$ cat config.mk
export PLATFORM = sky130hd
export DESIGN_NAME = sccal_top
export DESIGN_NICKNAME = d
export VERILOG_FILES = /design/src/verilog/sccal_pkg.sv /design/src/verilog/sccal_top.sv
export SDC_FILE = /design/constraint.sdc
export NUM_CORES = 1
export LEC_CHECK = 0
export BUFFER_PORTS_ARGS = -buffer_cell sky130_fd_sc_hd__buf_2
export CAP_MARGIN = 20
export CORE_ASPECT_RATIO = 0.8
export CORE_MARGIN = 1.5
export CORE_UTILIZATION = 59
export DETAILED_ROUTE_END_ITERATION = 10
export PLACE_DENSITY = 0.89
export SLEW_MARGIN = 10
export SYNTH_ARGS = -nofsm -noshare
export SYNTH_HDL_FRONTEND = slang
export SYNTH_SLANG_ARGS = --single-unit
$ cat constraint.sdc
create_clock -name CLOCK -period 21.3 [get_ports CLOCK]
set_input_delay 1.065 -clock CLOCK [delete_from_list [all_inputs] [get_ports CLOCK]]
set_output_delay 1.065 -clock CLOCK [all_outputs]
set_load 0.05 [all_outputs]
$ cat src/verilog/sccal_pkg.sv
// Constants and types for the synced clock calendar
package sccal_pkg;

  ////////////////////////////////////////////////////////////////////////////
  // Timing
  localparam int unsigned CLK_HZ         = 50_000_000;
  localparam int unsigned TICK_MS        = 10;
  localparam int unsigned TICK_CYCLES    = CLK_HZ / 1000 * TICK_MS;
  localparam int unsigned TICK_CNT_W     = 20;

  ////////////////////////////////////////////////////////////////////////////
  // Calendar limits
  localparam logic [6:0] YEAR_LAST      = 7'h63;
  localparam logic [3:0] MONTH_LAST     = 4'hC;
  localparam logic [4:0] HOUR_LAST      = 5'h17;
  localparam logic [5:0] MIN_LAST       = 6'h3B;
  localparam logic [5:0] SEC_LAST       = 6'h3B;
  localparam logic [3:0] FRAC_LAST      = 4'h9;
  localparam logic [3:0] FEBRUARY       = 4'h2;

  ////////////////////////////////////////////////////////////////////////////
  // Types
  typedef enum logic [2:0] {
    SYNC_OFF,
    SYNC_5M,
    SYNC_10M,
    SYNC_15M,
    SYNC_30M,
    SYNC_60M
  } sccal_sync_t;

  typedef enum logic [1:0] {
    MODE_IDLE,
    MODE_DATE,
    MODE_TIME
  } sccal_mode_t;

  typedef struct packed {
    logic [6:0] year;
    logic [3:0] month;
    logic [4:0] day;
    logic [4:0] hour;
    logic [5:0] minute;
    logic [5:0] second;
    logic [3:0] tenth;
    logic [3:0] hund;
  } sccal_time_t;

  typedef struct packed {
    logic [6:0] year;
    logic [3:0] month;
    logic [4:0] day;
    logic [4:0] hour;
    logic [5:0] minute;
    logic [5:0] second;
  } sccal_disp_t;

  // Group index: 0 year/hour, 1 month/minute, 2 day/second
  localparam logic [1:0] GRP_FIRST      = 2'h0;
  localparam logic [1:0] GRP_LAST       = 2'h2;

  localparam sccal_time_t TIME_RST = '{year: 7'h00, month: 4'h1, day: 5'h01,
                                       hour: 5'h00, minute: 6'h00, second: 6'h00,
                                       tenth: 4'h0, hund: 4'h0};

endpackage : sccal_pkg

$ cat src/verilog/sccal_top.sv
// Synced clock calendar with front-key setting and event stamping
//
// What this block does
// - Cascaded year-to-hundredths calendar counters.
// - Serial sync, period 5/10/15/30/60 minutes.
// - Sync off ignores every sync pulse.
// - Sync loads nearest expected instant, may round up.
// - Exactly halfway rounds down.
// - Menu entry shows date, one group blinking.
// - Down key cycles year, month, day.
// - Up key changes blinking group value.
// - Enter commits shown date.
// - Select shows time, edited the same way.
// - Sync on and change: halt until sync.
// - Sync off: clock never halts.
// - Commit clears tenths and hundredths.
// - Finest unit every 10ms; events stamped.
// - Fractions only on serial-side outputs.
`timescale 1ns/1ps

module sccal_top #(
  parameter int unsigned TICK_CYCLES = sccal_pkg::TICK_CYCLES
) (
  // Clock and reset
  input  wire logic                CLOCK,
  input  wire logic                RST_B,
  // Synchronisation
  input  wire sccal_pkg::sccal_sync_t SYNC_SEL,
  input  wire logic                SYNC_PULSE,
  // Front keys, one-cycle pulses
  input  wire logic                KEY_MENU,
  input  wire logic                KEY_EXIT,
  input  wire logic                KEY_DOWN,
  input  wire logic                KEY_UP,
  input  wire logic                KEY_ENTER,
  input  wire logic                KEY_SELECT,
  // Event stamping
  input  wire logic                EVENT,
  output sccal_pkg::sccal_time_t   STAMP,
  output logic                     STAMP_VALID,
  // Serial-side time
  output sccal_pkg::sccal_time_t   TIME_NOW,
  output logic                     TICK,
  output logic                     HALTED,
  // Local display
  output sccal_pkg::sccal_disp_t   DISP_TIME,
  output sccal_pkg::sccal_mode_t   DISP_MODE,
  output logic [1:0]               BLINK_GROUP
);
  import sccal_pkg::*;

  if (TICK_CYCLES < 2 || TICK_CYCLES >= (1 << TICK_CNT_W)) begin : g_bad_tick
    $error("TICK_CYCLES out of range");
  end

  localparam logic [TICK_CNT_W-1:0] DIV_LAST = TICK_CNT_W'(TICK_CYCLES - 1);

  ////////////////////////////////////////////////////////////////////////////
  // Calendar arithmetic
  function automatic logic [4:0] days_in(input logic [3:0] m, input logic [6:0] y);
    case (m)
      FEBRUARY:                days_in = (y[1:0] == 2'h0) ? 5'h1D : 5'h1C;
      4'h4, 4'h6, 4'h9, 4'hB:  days_in = 5'h1E;
      default:                 days_in = 5'h1F;
    endcase
  endfunction : days_in

  function automatic sccal_time_t day_up(input sccal_time_t t);
    day_up = t;
    if (t.day >= days_in(t.month, t.year)) begin
      day_up.day = 5'h01;
      if (t.month == MONTH_LAST) begin
        day_up.month = 4'h1;
        day_up.year  = (t.year == YEAR_LAST) ? 7'h00 : t.year + 7'h01;
      end else begin
        day_up.month = t.month + 4'h1;
      end
    end else begin
      day_up.day = t.day + 5'h01;
    end
  endfunction : day_up

  function automatic sccal_time_t hour_up(input sccal_time_t t);
    hour_up = t;
    if (t.hour == HOUR_LAST) begin
      hour_up.hour = 5'h00;
      hour_up      = day_up(hour_up);
    end else begin
      hour_up.hour = t.hour + 5'h01;
    end
  endfunction : hour_up

  function automatic sccal_time_t cs_up(input sccal_time_t t);
    cs_up = t;
    if (t.hund != FRAC_LAST) begin
      cs_up.hund = t.hund + 4'h1;
    end else begin
      cs_up.hund = 4'h0;
      if (t.tenth != FRAC_LAST) begin
        cs_up.tenth = t.tenth + 4'h1;
      end else begin
        cs_up.tenth = 4'h0;
        if (t.second != SEC_LAST) begin
          cs_up.second = t.second + 6'h01;
        end else begin
          cs_up.second = 6'h00;
          if (t.minute != MIN_LAST) begin
            cs_up.minute = t.minute + 6'h01;
          end else begin
            cs_up.minute = 6'h00;
            cs_up        = hour_up(cs_up);
          end
        end
      end
    end
  endfunction : cs_up

  function automatic logic [5:0] period_min(input sccal_sync_t s);
    case (s)
      SYNC_5M:  period_min = 6'h05;
      SYNC_10M: period_min = 6'h0A;
      SYNC_15M: period_min = 6'h0F;
      SYNC_30M: period_min = 6'h1E;
      SYNC_60M: period_min = 6'h3C;
      default:  period_min = 6'h00;
    endcase
  endfunction : period_min

  // Snap to the nearest expected instant
  function automatic sccal_time_t sync_round(input sccal_time_t t, input logic [5:0] per);
    logic [5:0]  r;
    logic [18:0] off_cs;
    logic [18:0] half_cs;
    logic [6:0]  up_min;
    r          = (per == 6'h00) ? 6'h00 : t.minute % per;
    off_cs     = {13'h0000, r} * 19'h01770 + {13'h0000, t.second} * 19'h00064
               + {15'h0000, t.tenth} * 19'h0000A + {15'h0000, t.hund};
    half_cs    = {13'h0000, per} * 19'h00BB8;
    up_min     = {1'b0, t.minute - r} + {1'b0, per};
    sync_round = t;
    sync_round.second = 6'h00;
    sync_round.tenth  = 4'h0;
    sync_round.hund   = 4'h0;
    if (off_cs > half_cs) begin
      if (up_min > {1'b0, MIN_LAST}) begin
        sync_round.minute = 6'h00;
        sync_round        = hour_up(sync_round);
      end else begin
        sync_round.minute = up_min[5:0];
      end
    end else begin
      sync_round.minute = t.minute - r;
    end
  endfunction : sync_round

  // Cyclic step of one edited group
  function automatic sccal_time_t grp_up(input sccal_time_t t, input logic is_time,
                                         input logic [1:0] g);
    grp_up = t;
    if (!is_time) begin
      case (g)
        2'h0:    grp_up.year  = (t.year == YEAR_LAST) ? 7'h00 : t.year + 7'h01;
        2'h1:    grp_up.month = (t.month == MONTH_LAST) ? 4'h1 : t.month + 4'h1;
        default: grp_up.day   = (t.day >= days_in(t.month, t.year)) ? 5'h01 : t.day + 5'h01;
      endcase
    end else begin
      case (g)
        2'h0:    grp_up.hour   = (t.hour == HOUR_LAST) ? 5'h00 : t.hour + 5'h01;
        2'h1:    grp_up.minute = (t.minute == MIN_LAST) ? 6'h00 : t.minute + 6'h01;
        default: grp_up.second = (t.second == SEC_LAST) ? 6'h00 : t.second + 6'h01;
      endcase
    end
  endfunction : grp_up

  ////////////////////////////////////////////////////////////////////////////
  // State
  logic [TICK_CNT_W-1:0] div_reg,   div_next;
  sccal_time_t           time_reg,  time_next;
  sccal_time_t           shad_reg,  shad_next;
  sccal_time_t           stamp_reg, stamp_next;
  sccal_disp_t           disp_reg,  disp_next;
  sccal_mode_t           mode_reg,  mode_next;
  logic [1:0]            grp_reg,   grp_next;
  logic                  halt_reg,  halt_next;
  logic                  tick_reg,  tick_next;
  logic                  sv_reg,    sv_next;
  logic                  sync_on;
  logic                  sync_hit;
  logic                  commit;
  logic [4:0]            dmax;

  always_comb begin
    sync_on    = (period_min(SYNC_SEL) != 6'h00);
    sync_hit   = SYNC_PULSE && sync_on;
    commit     = 1'b0;
    dmax       = days_in(shad_reg.month, shad_reg.year);
    div_next   = div_reg + 1'b1;
    tick_next  = 1'b0;
    time_next  = time_reg;
    shad_next  = shad_reg;
    mode_next  = mode_reg;
    grp_next   = grp_reg;
    halt_next  = halt_reg;
    stamp_next = stamp_reg;
    sv_next    = 1'b0;
    if (div_reg == DIV_LAST) begin
      div_next  = '0;
      tick_next = 1'b1;
    end

    // Key handling
    case (mode_reg)
      MODE_IDLE: begin
        if (KEY_MENU) begin
          mode_next = MODE_DATE;
          shad_next = time_reg;
          grp_next  = GRP_FIRST;
        end
      end
      MODE_DATE, MODE_TIME: begin
        if (KEY_EXIT) begin
          mode_next = MODE_IDLE;
        end else if (KEY_ENTER) begin
          commit    = 1'b1;
          mode_next = MODE_IDLE;
          time_next = time_reg;
          if (mode_reg == MODE_DATE) begin
            time_next.year  = shad_reg.year;
            time_next.month = shad_reg.month;
            time_next.day   = (shad_reg.day > dmax) ? dmax : shad_reg.day;
          end else begin
            time_next.hour   = shad_reg.hour;
            time_next.minute = shad_reg.minute;
            time_next.second = shad_reg.second;
          end
          time_next.tenth = 4'h0;
          time_next.hund  = 4'h0;
        end else if (KEY_SELECT) begin
          mode_next = (mode_reg == MODE_DATE) ? MODE_TIME : MODE_DATE;
          shad_next = time_reg;
          grp_next  = GRP_FIRST;
        end else if (KEY_DOWN) begin
          grp_next = (grp_reg == GRP_LAST) ? GRP_FIRST : grp_reg + 2'h1;
        end else if (KEY_UP) begin
          shad_next = grp_up(shad_reg, mode_reg == MODE_TIME, grp_reg);
        end
      end
      default: mode_next = MODE_IDLE;
    endcase

    // Time keeping: commit, then sync, then tick
    if (commit) begin
      div_next  = '0;
      halt_next = sync_on;
    end else if (sync_hit) begin
      time_next = sync_round(time_reg, period_min(SYNC_SEL));
      div_next  = '0;
      halt_next = 1'b0;
    end else if (tick_next && !halt_reg) begin
      time_next = cs_up(time_reg);
    end
    if (!sync_on) begin
      halt_next = 1'b0;
    end

    if (EVENT) begin
      stamp_next = time_reg;
      sv_next    = 1'b1;
    end

    // Display carries no fractions
    if (mode_next == MODE_IDLE) begin
      disp_next = '{time_next.year, time_next.month, time_next.day,
                    time_next.hour, time_next.minute, time_next.second};
    end else begin
      disp_next = '{shad_next.year, shad_next.month, shad_next.day,
                    shad_next.hour, shad_next.minute, shad_next.second};
    end
  end

  always_ff @(posedge CLOCK or negedge RST_B) begin
    if (!RST_B) begin
      div_reg   <= '0;
      time_reg  <= TIME_RST;
      shad_reg  <= TIME_RST;
      stamp_reg <= TIME_RST;
      disp_reg  <= '{TIME_RST.year, TIME_RST.month, TIME_RST.day,
                     TIME_RST.hour, TIME_RST.minute, TIME_RST.second};
      mode_reg  <= MODE_IDLE;
      grp_reg   <= GRP_FIRST;
      halt_reg  <= 1'b0;
      tick_reg  <= 1'b0;
      sv_reg    <= 1'b0;
    end else begin
      div_reg   <= div_next;
      time_reg  <= time_next;
      shad_reg  <= shad_next;
      stamp_reg <= stamp_next;
      disp_reg  <= disp_next;
      mode_reg  <= mode_next;
      grp_reg   <= grp_next;
      halt_reg  <= halt_next;
      tick_reg  <= tick_next;
      sv_reg    <= sv_next;
    end
  end

  ////////////////////////////////////////////////////////////////////////////
  // Outputs
  assign TIME_NOW    = time_reg;
  assign STAMP       = stamp_reg;
  assign STAMP_VALID = sv_reg;
  assign TICK        = tick_reg;
  assign HALTED      = halt_reg;
  assign DISP_TIME   = disp_reg;
  assign DISP_MODE   = mode_reg;
  assign BLINK_GROUP = grp_reg;

endmodule : sccal_top

==> impl_results.rst <==
.. list-table::
   :header-rows: 1

   * - Metric
     - Value
   * - Crit-path leading delay family
     - compound AO/OA/AOI/OAI gates
   * - Synth async-reset ratio
     - 100%
   * - Critical path capture point type
     - flip-flop
   * - Hold EP
     - div_reg[0]
   * - DP HPWL
     - roughly 38000 µm
   * - First-pass GRT wire length
     - 85200 µm
   * - # H-tree levels
     - 4
   * - Global-route congestion overflow total
     - 0
   * - Category of the worst setup path launch point
     - input pin
   * - Number of routed nets with antenna violations
     - 0
   * - I/O pin cnt
     - 135
   * - GR met2 Demand/Resource
     - 52.5%
   * - Total global routing track utilization
     - about 38%
   * - Post-synth cell types
     - 75
   * - Total core area
     - 27200 µm²
   * - Source of the worst register-to-register timing path
     - TIME_NOW[15]
   * - Number of setup violations in the final report
     - 0
   * - Total die area
     - around 29000 µm²
   * - Violations in the final reports
     - design-rule violations
   * - Yosys top cell area share
     - 25.6%
   * - Seq cells post-synth
     - 175
   * - Final critical-path required period
     - approximately 19 ns
   * - Result of the run
     - complete, but fails checks
   * - Fill count
     - 2203
   * - Yosys top cell by area
     - dfrtp_1
   * - CP Data Arrival Time
     - 19.28 ns
   * - Critical path's largest stage delay
     - between 0.7 and 0.8 ns
   * - Layout Area Growth over Synthesis
     - 8.86%
   * - Clock buffer depth
     - 2
   * - Required time reported for the critical path endpoint
     - 21.68 ns
   * - Net count of the finished layout
     - around 2200
   * - Post-synthesis cell count
     - 1957
   * - Most repeated library cell on the critical path
     - ha_1
   * - Post-route DRC violation count
     - 4
   * - Cell with the biggest individual delay on the critical path
     - a21oi_1
   * - Sequential fraction of the synthesis area
     - around 27%
   * - Setup repair after global routing missed its margin
     - no
   * - Per-cell via count in the routed design
     - slightly below 7
   * - Vias in the first global route
     - 15600
   * - Initial core utilization
     - between 60% and 70%
   * - Worst-margin pin slew
     - 1.12 ns
   * - Vias after detailed routing
     - 16300
   * - Number of resized instances in the post-cts repair step
     - 0
   * - Slew HR
     - 25.6%
   * - Final Wtd Congestion
     - 1.02
   * - Number of input and output port buffers inserted
     - approximately 130
   * - Total area of multi-input combinational cells
     - 11000 µm²
   * - Number of antenna violations at the first check in global routing
     - 2
   * - Max cap viols
     - 0
   * - Yosys warning total
     - 0
   * - Drt wl/cell
     - 22.6 µm
   * - Final worst path period share
     - 88.8%
   * - Initial detailed-routing violation count
     - 2344
   * - TritonCTS clock tree
     - done
   * - Global Route met3 Usage
     - 14.1%
   * - Met1 layer usage reported by global route
     - about 52%
   * - Net Count, Synth
     - between 2000 and 2500
   * - Die Span X
     - 189 µm
   * - Total of hold buffers inserted after clock tree synthesis
     - 0
   * - Final Slew Violations
     - 0
   * - Number of buffer and inverter stages on the critical path
     - 6
   * - FF-to-FF End
     - DISP_TIME[28]
   * - CP Max Fanout
     - 17
   * - Setup slack of the worst register-to-register path
     - around 3.4 ns
   * - Final Skew
     - around 0.016 ns
   * - Largest net degree at the start of global routing
     - between 90 and 100
   * - Fraction of final layout cells with drive strength greater than 1
     - 13.7%
   * - CTS sink count
     - around 180
   * - Clock-pin slew on the worst setup and hold paths
     - approximately 0.080 ns
   * - Cell at the root of the clock tree
     - clkbuf_16
   * - Largest cells by area after synthesis
     - dfrtp_1, ha_1, o21ai_0
   * - Fin. Hold Viols
     - 0
   * - Cell area after synthesis
     - 16300 µm²
   * - Fmax
     - 0.0529 GHz
   * - Number of buffers added by the clock tree synthesis step
     - 17
   * - Number of rows in the core area
     - 54
   * - Number of inserted diodes
     - 0
   * - Worst reg-to-reg path cell count
     - a little over 60
   * - Class of the tightest hold or removal check
     - reg -> reg
   * - Die height
     - 152 µm
   * - Number of flops mapped to enable cells by yosys
     - 0
   * - Setup TNS Final
     - 0 ns
   * - Prevailing post-synth register cell
     - dfrtp_1
   * - Sum of routed wire length over all layers
     - 54000 µm
   * - Layer with the highest usage after global routing
     - met2
   * - Setup CP Type
     - in -> reg
   * - Later-pin clock latency in the skew report
     - 0.46 ns
   * - Count of buffers added by post-CTS timing repair for setup
     - 0
   * - Average instance area after synthesis
     - 8.35 µm²
   * - Beginning of the worst hold path
     - div_reg[0]
   * - Number of detailed-routing iterations run before antenna repair
     - 11
   * - WHS Path Cells
     - 1
   * - Area of all sequential standard cells
     - between 4000 and 5000 µm²
-- per-layer routing --
layer,share of wire [%],wire (µm)
met1,39,20900
met2,41,22100
met3,16,8800
met4,4.2,2250
met5,0.041,22
-- cells in the final DEF (no fill, tap or decap), types with 21 or more instances in the layout --
master,count
nor2b_1,23
ha_1,171
mux2i_1,33
nor2_1,130
xor2_1,24
inv_1,146
nor3_1,44
a21o_1,30
nand3_1,40
a21oi_1,134
a211oi_1,22
o211ai_1,22
dfrtp_1,167
a22oi_1,29
nand2b_1,21
nand4_1,22
mux2_2,69
o21ai_0,169
fa_1,31
buf_2,133
nand2_1,197
xnor2_1,47
-- worst reg2reg max path, delay by kind of cell, from the launching register on --
kind	cells	cell delay, ns
xor gates and xnor gates	1	0.18
and+or+nand+nor	11	3.06
muxes	3	1.03
buffers and inverters	3	0.35
AOI/OAI and AO/OA	30	7.84
DFF	1	0.64
adders and majority gates	13	4.75
-- synthesized netlist by cell type, drive strengths merged, types with 29 or more instances --
library cell,instances
xnor2,47
a21oi,135
nor2,131
ha,172
dfrtp,167
mux2i,33
a21o,30
inv,146
a22oi,29
clkbuf,106
mux2,69
nor3,44
o21ai,169
fa,31
nand3,40
nand2,197
-- area by class of cell --
class                   count  share of cell area [%]
clock inverters            14                   0.935
flip-flops and latches    175                    24.7
well taps                 364                    2.56
multi-input cells        1522                    61.6
repair buffers            152                    4.69
clock buffers              18                    2.41
inverters                 146                    3.08
-- per-stage QoR --
step / hold WS, ns / std cells / setup WS (ns) / util, % / area, µm²
finish: 0.496 / 2391 / 2.39 / 65.3 / 17800
global route: 0.518 / 2391 / 1.04 / 65.3 / 17800
global placement: 0.472 / 2358 / 3.01 / 63.0 / 17200
detailed placement: 0.482 / 2358 / 2.32 / 63.0 / 17200
CTS: 0.494 / 2390 / 2.76 / 65.2 / 17800
floorplan: 0.455 / 1957 / 4.53 / - / 16300
-- worst max-delay path by stage --
stage / cells after the start / to / from / slack (ns)
detailed placement: 66 / DISP_TIME[28] / SYNC_SEL[1] / 2.32
finish: 66 / DISP_TIME[28] / SYNC_SEL[1] / 2.39
CTS: 66 / DISP_TIME[28] / SYNC_SEL[1] / 2.76
floorplan: 72 / DISP_TIME[23] / SYNC_SEL[1] / 4.53
global route: 65 / DISP_TIME[28] / SYNC_SEL[1] / 1.04
global placement: 67 / DISP_TIME[28] / SYNC_SEL[1] / 3.01
-- cell families (layout without fill, tap and decap cells) --
kind of cell	Yosys count	after routing	synth area share, %
fa+ha+maj	203	203	17.0
xor+xnor	71	71	3.81
mux	102	102	6.78
flops	175	175	26.9
simple gates	573	573	16.9
compound gates	573	573	22.6
buf+inv	260	330	6.09
Power is not shown: default switching activity piles up to over one toggle a cycle in this logic, so the estimate is an artifact.
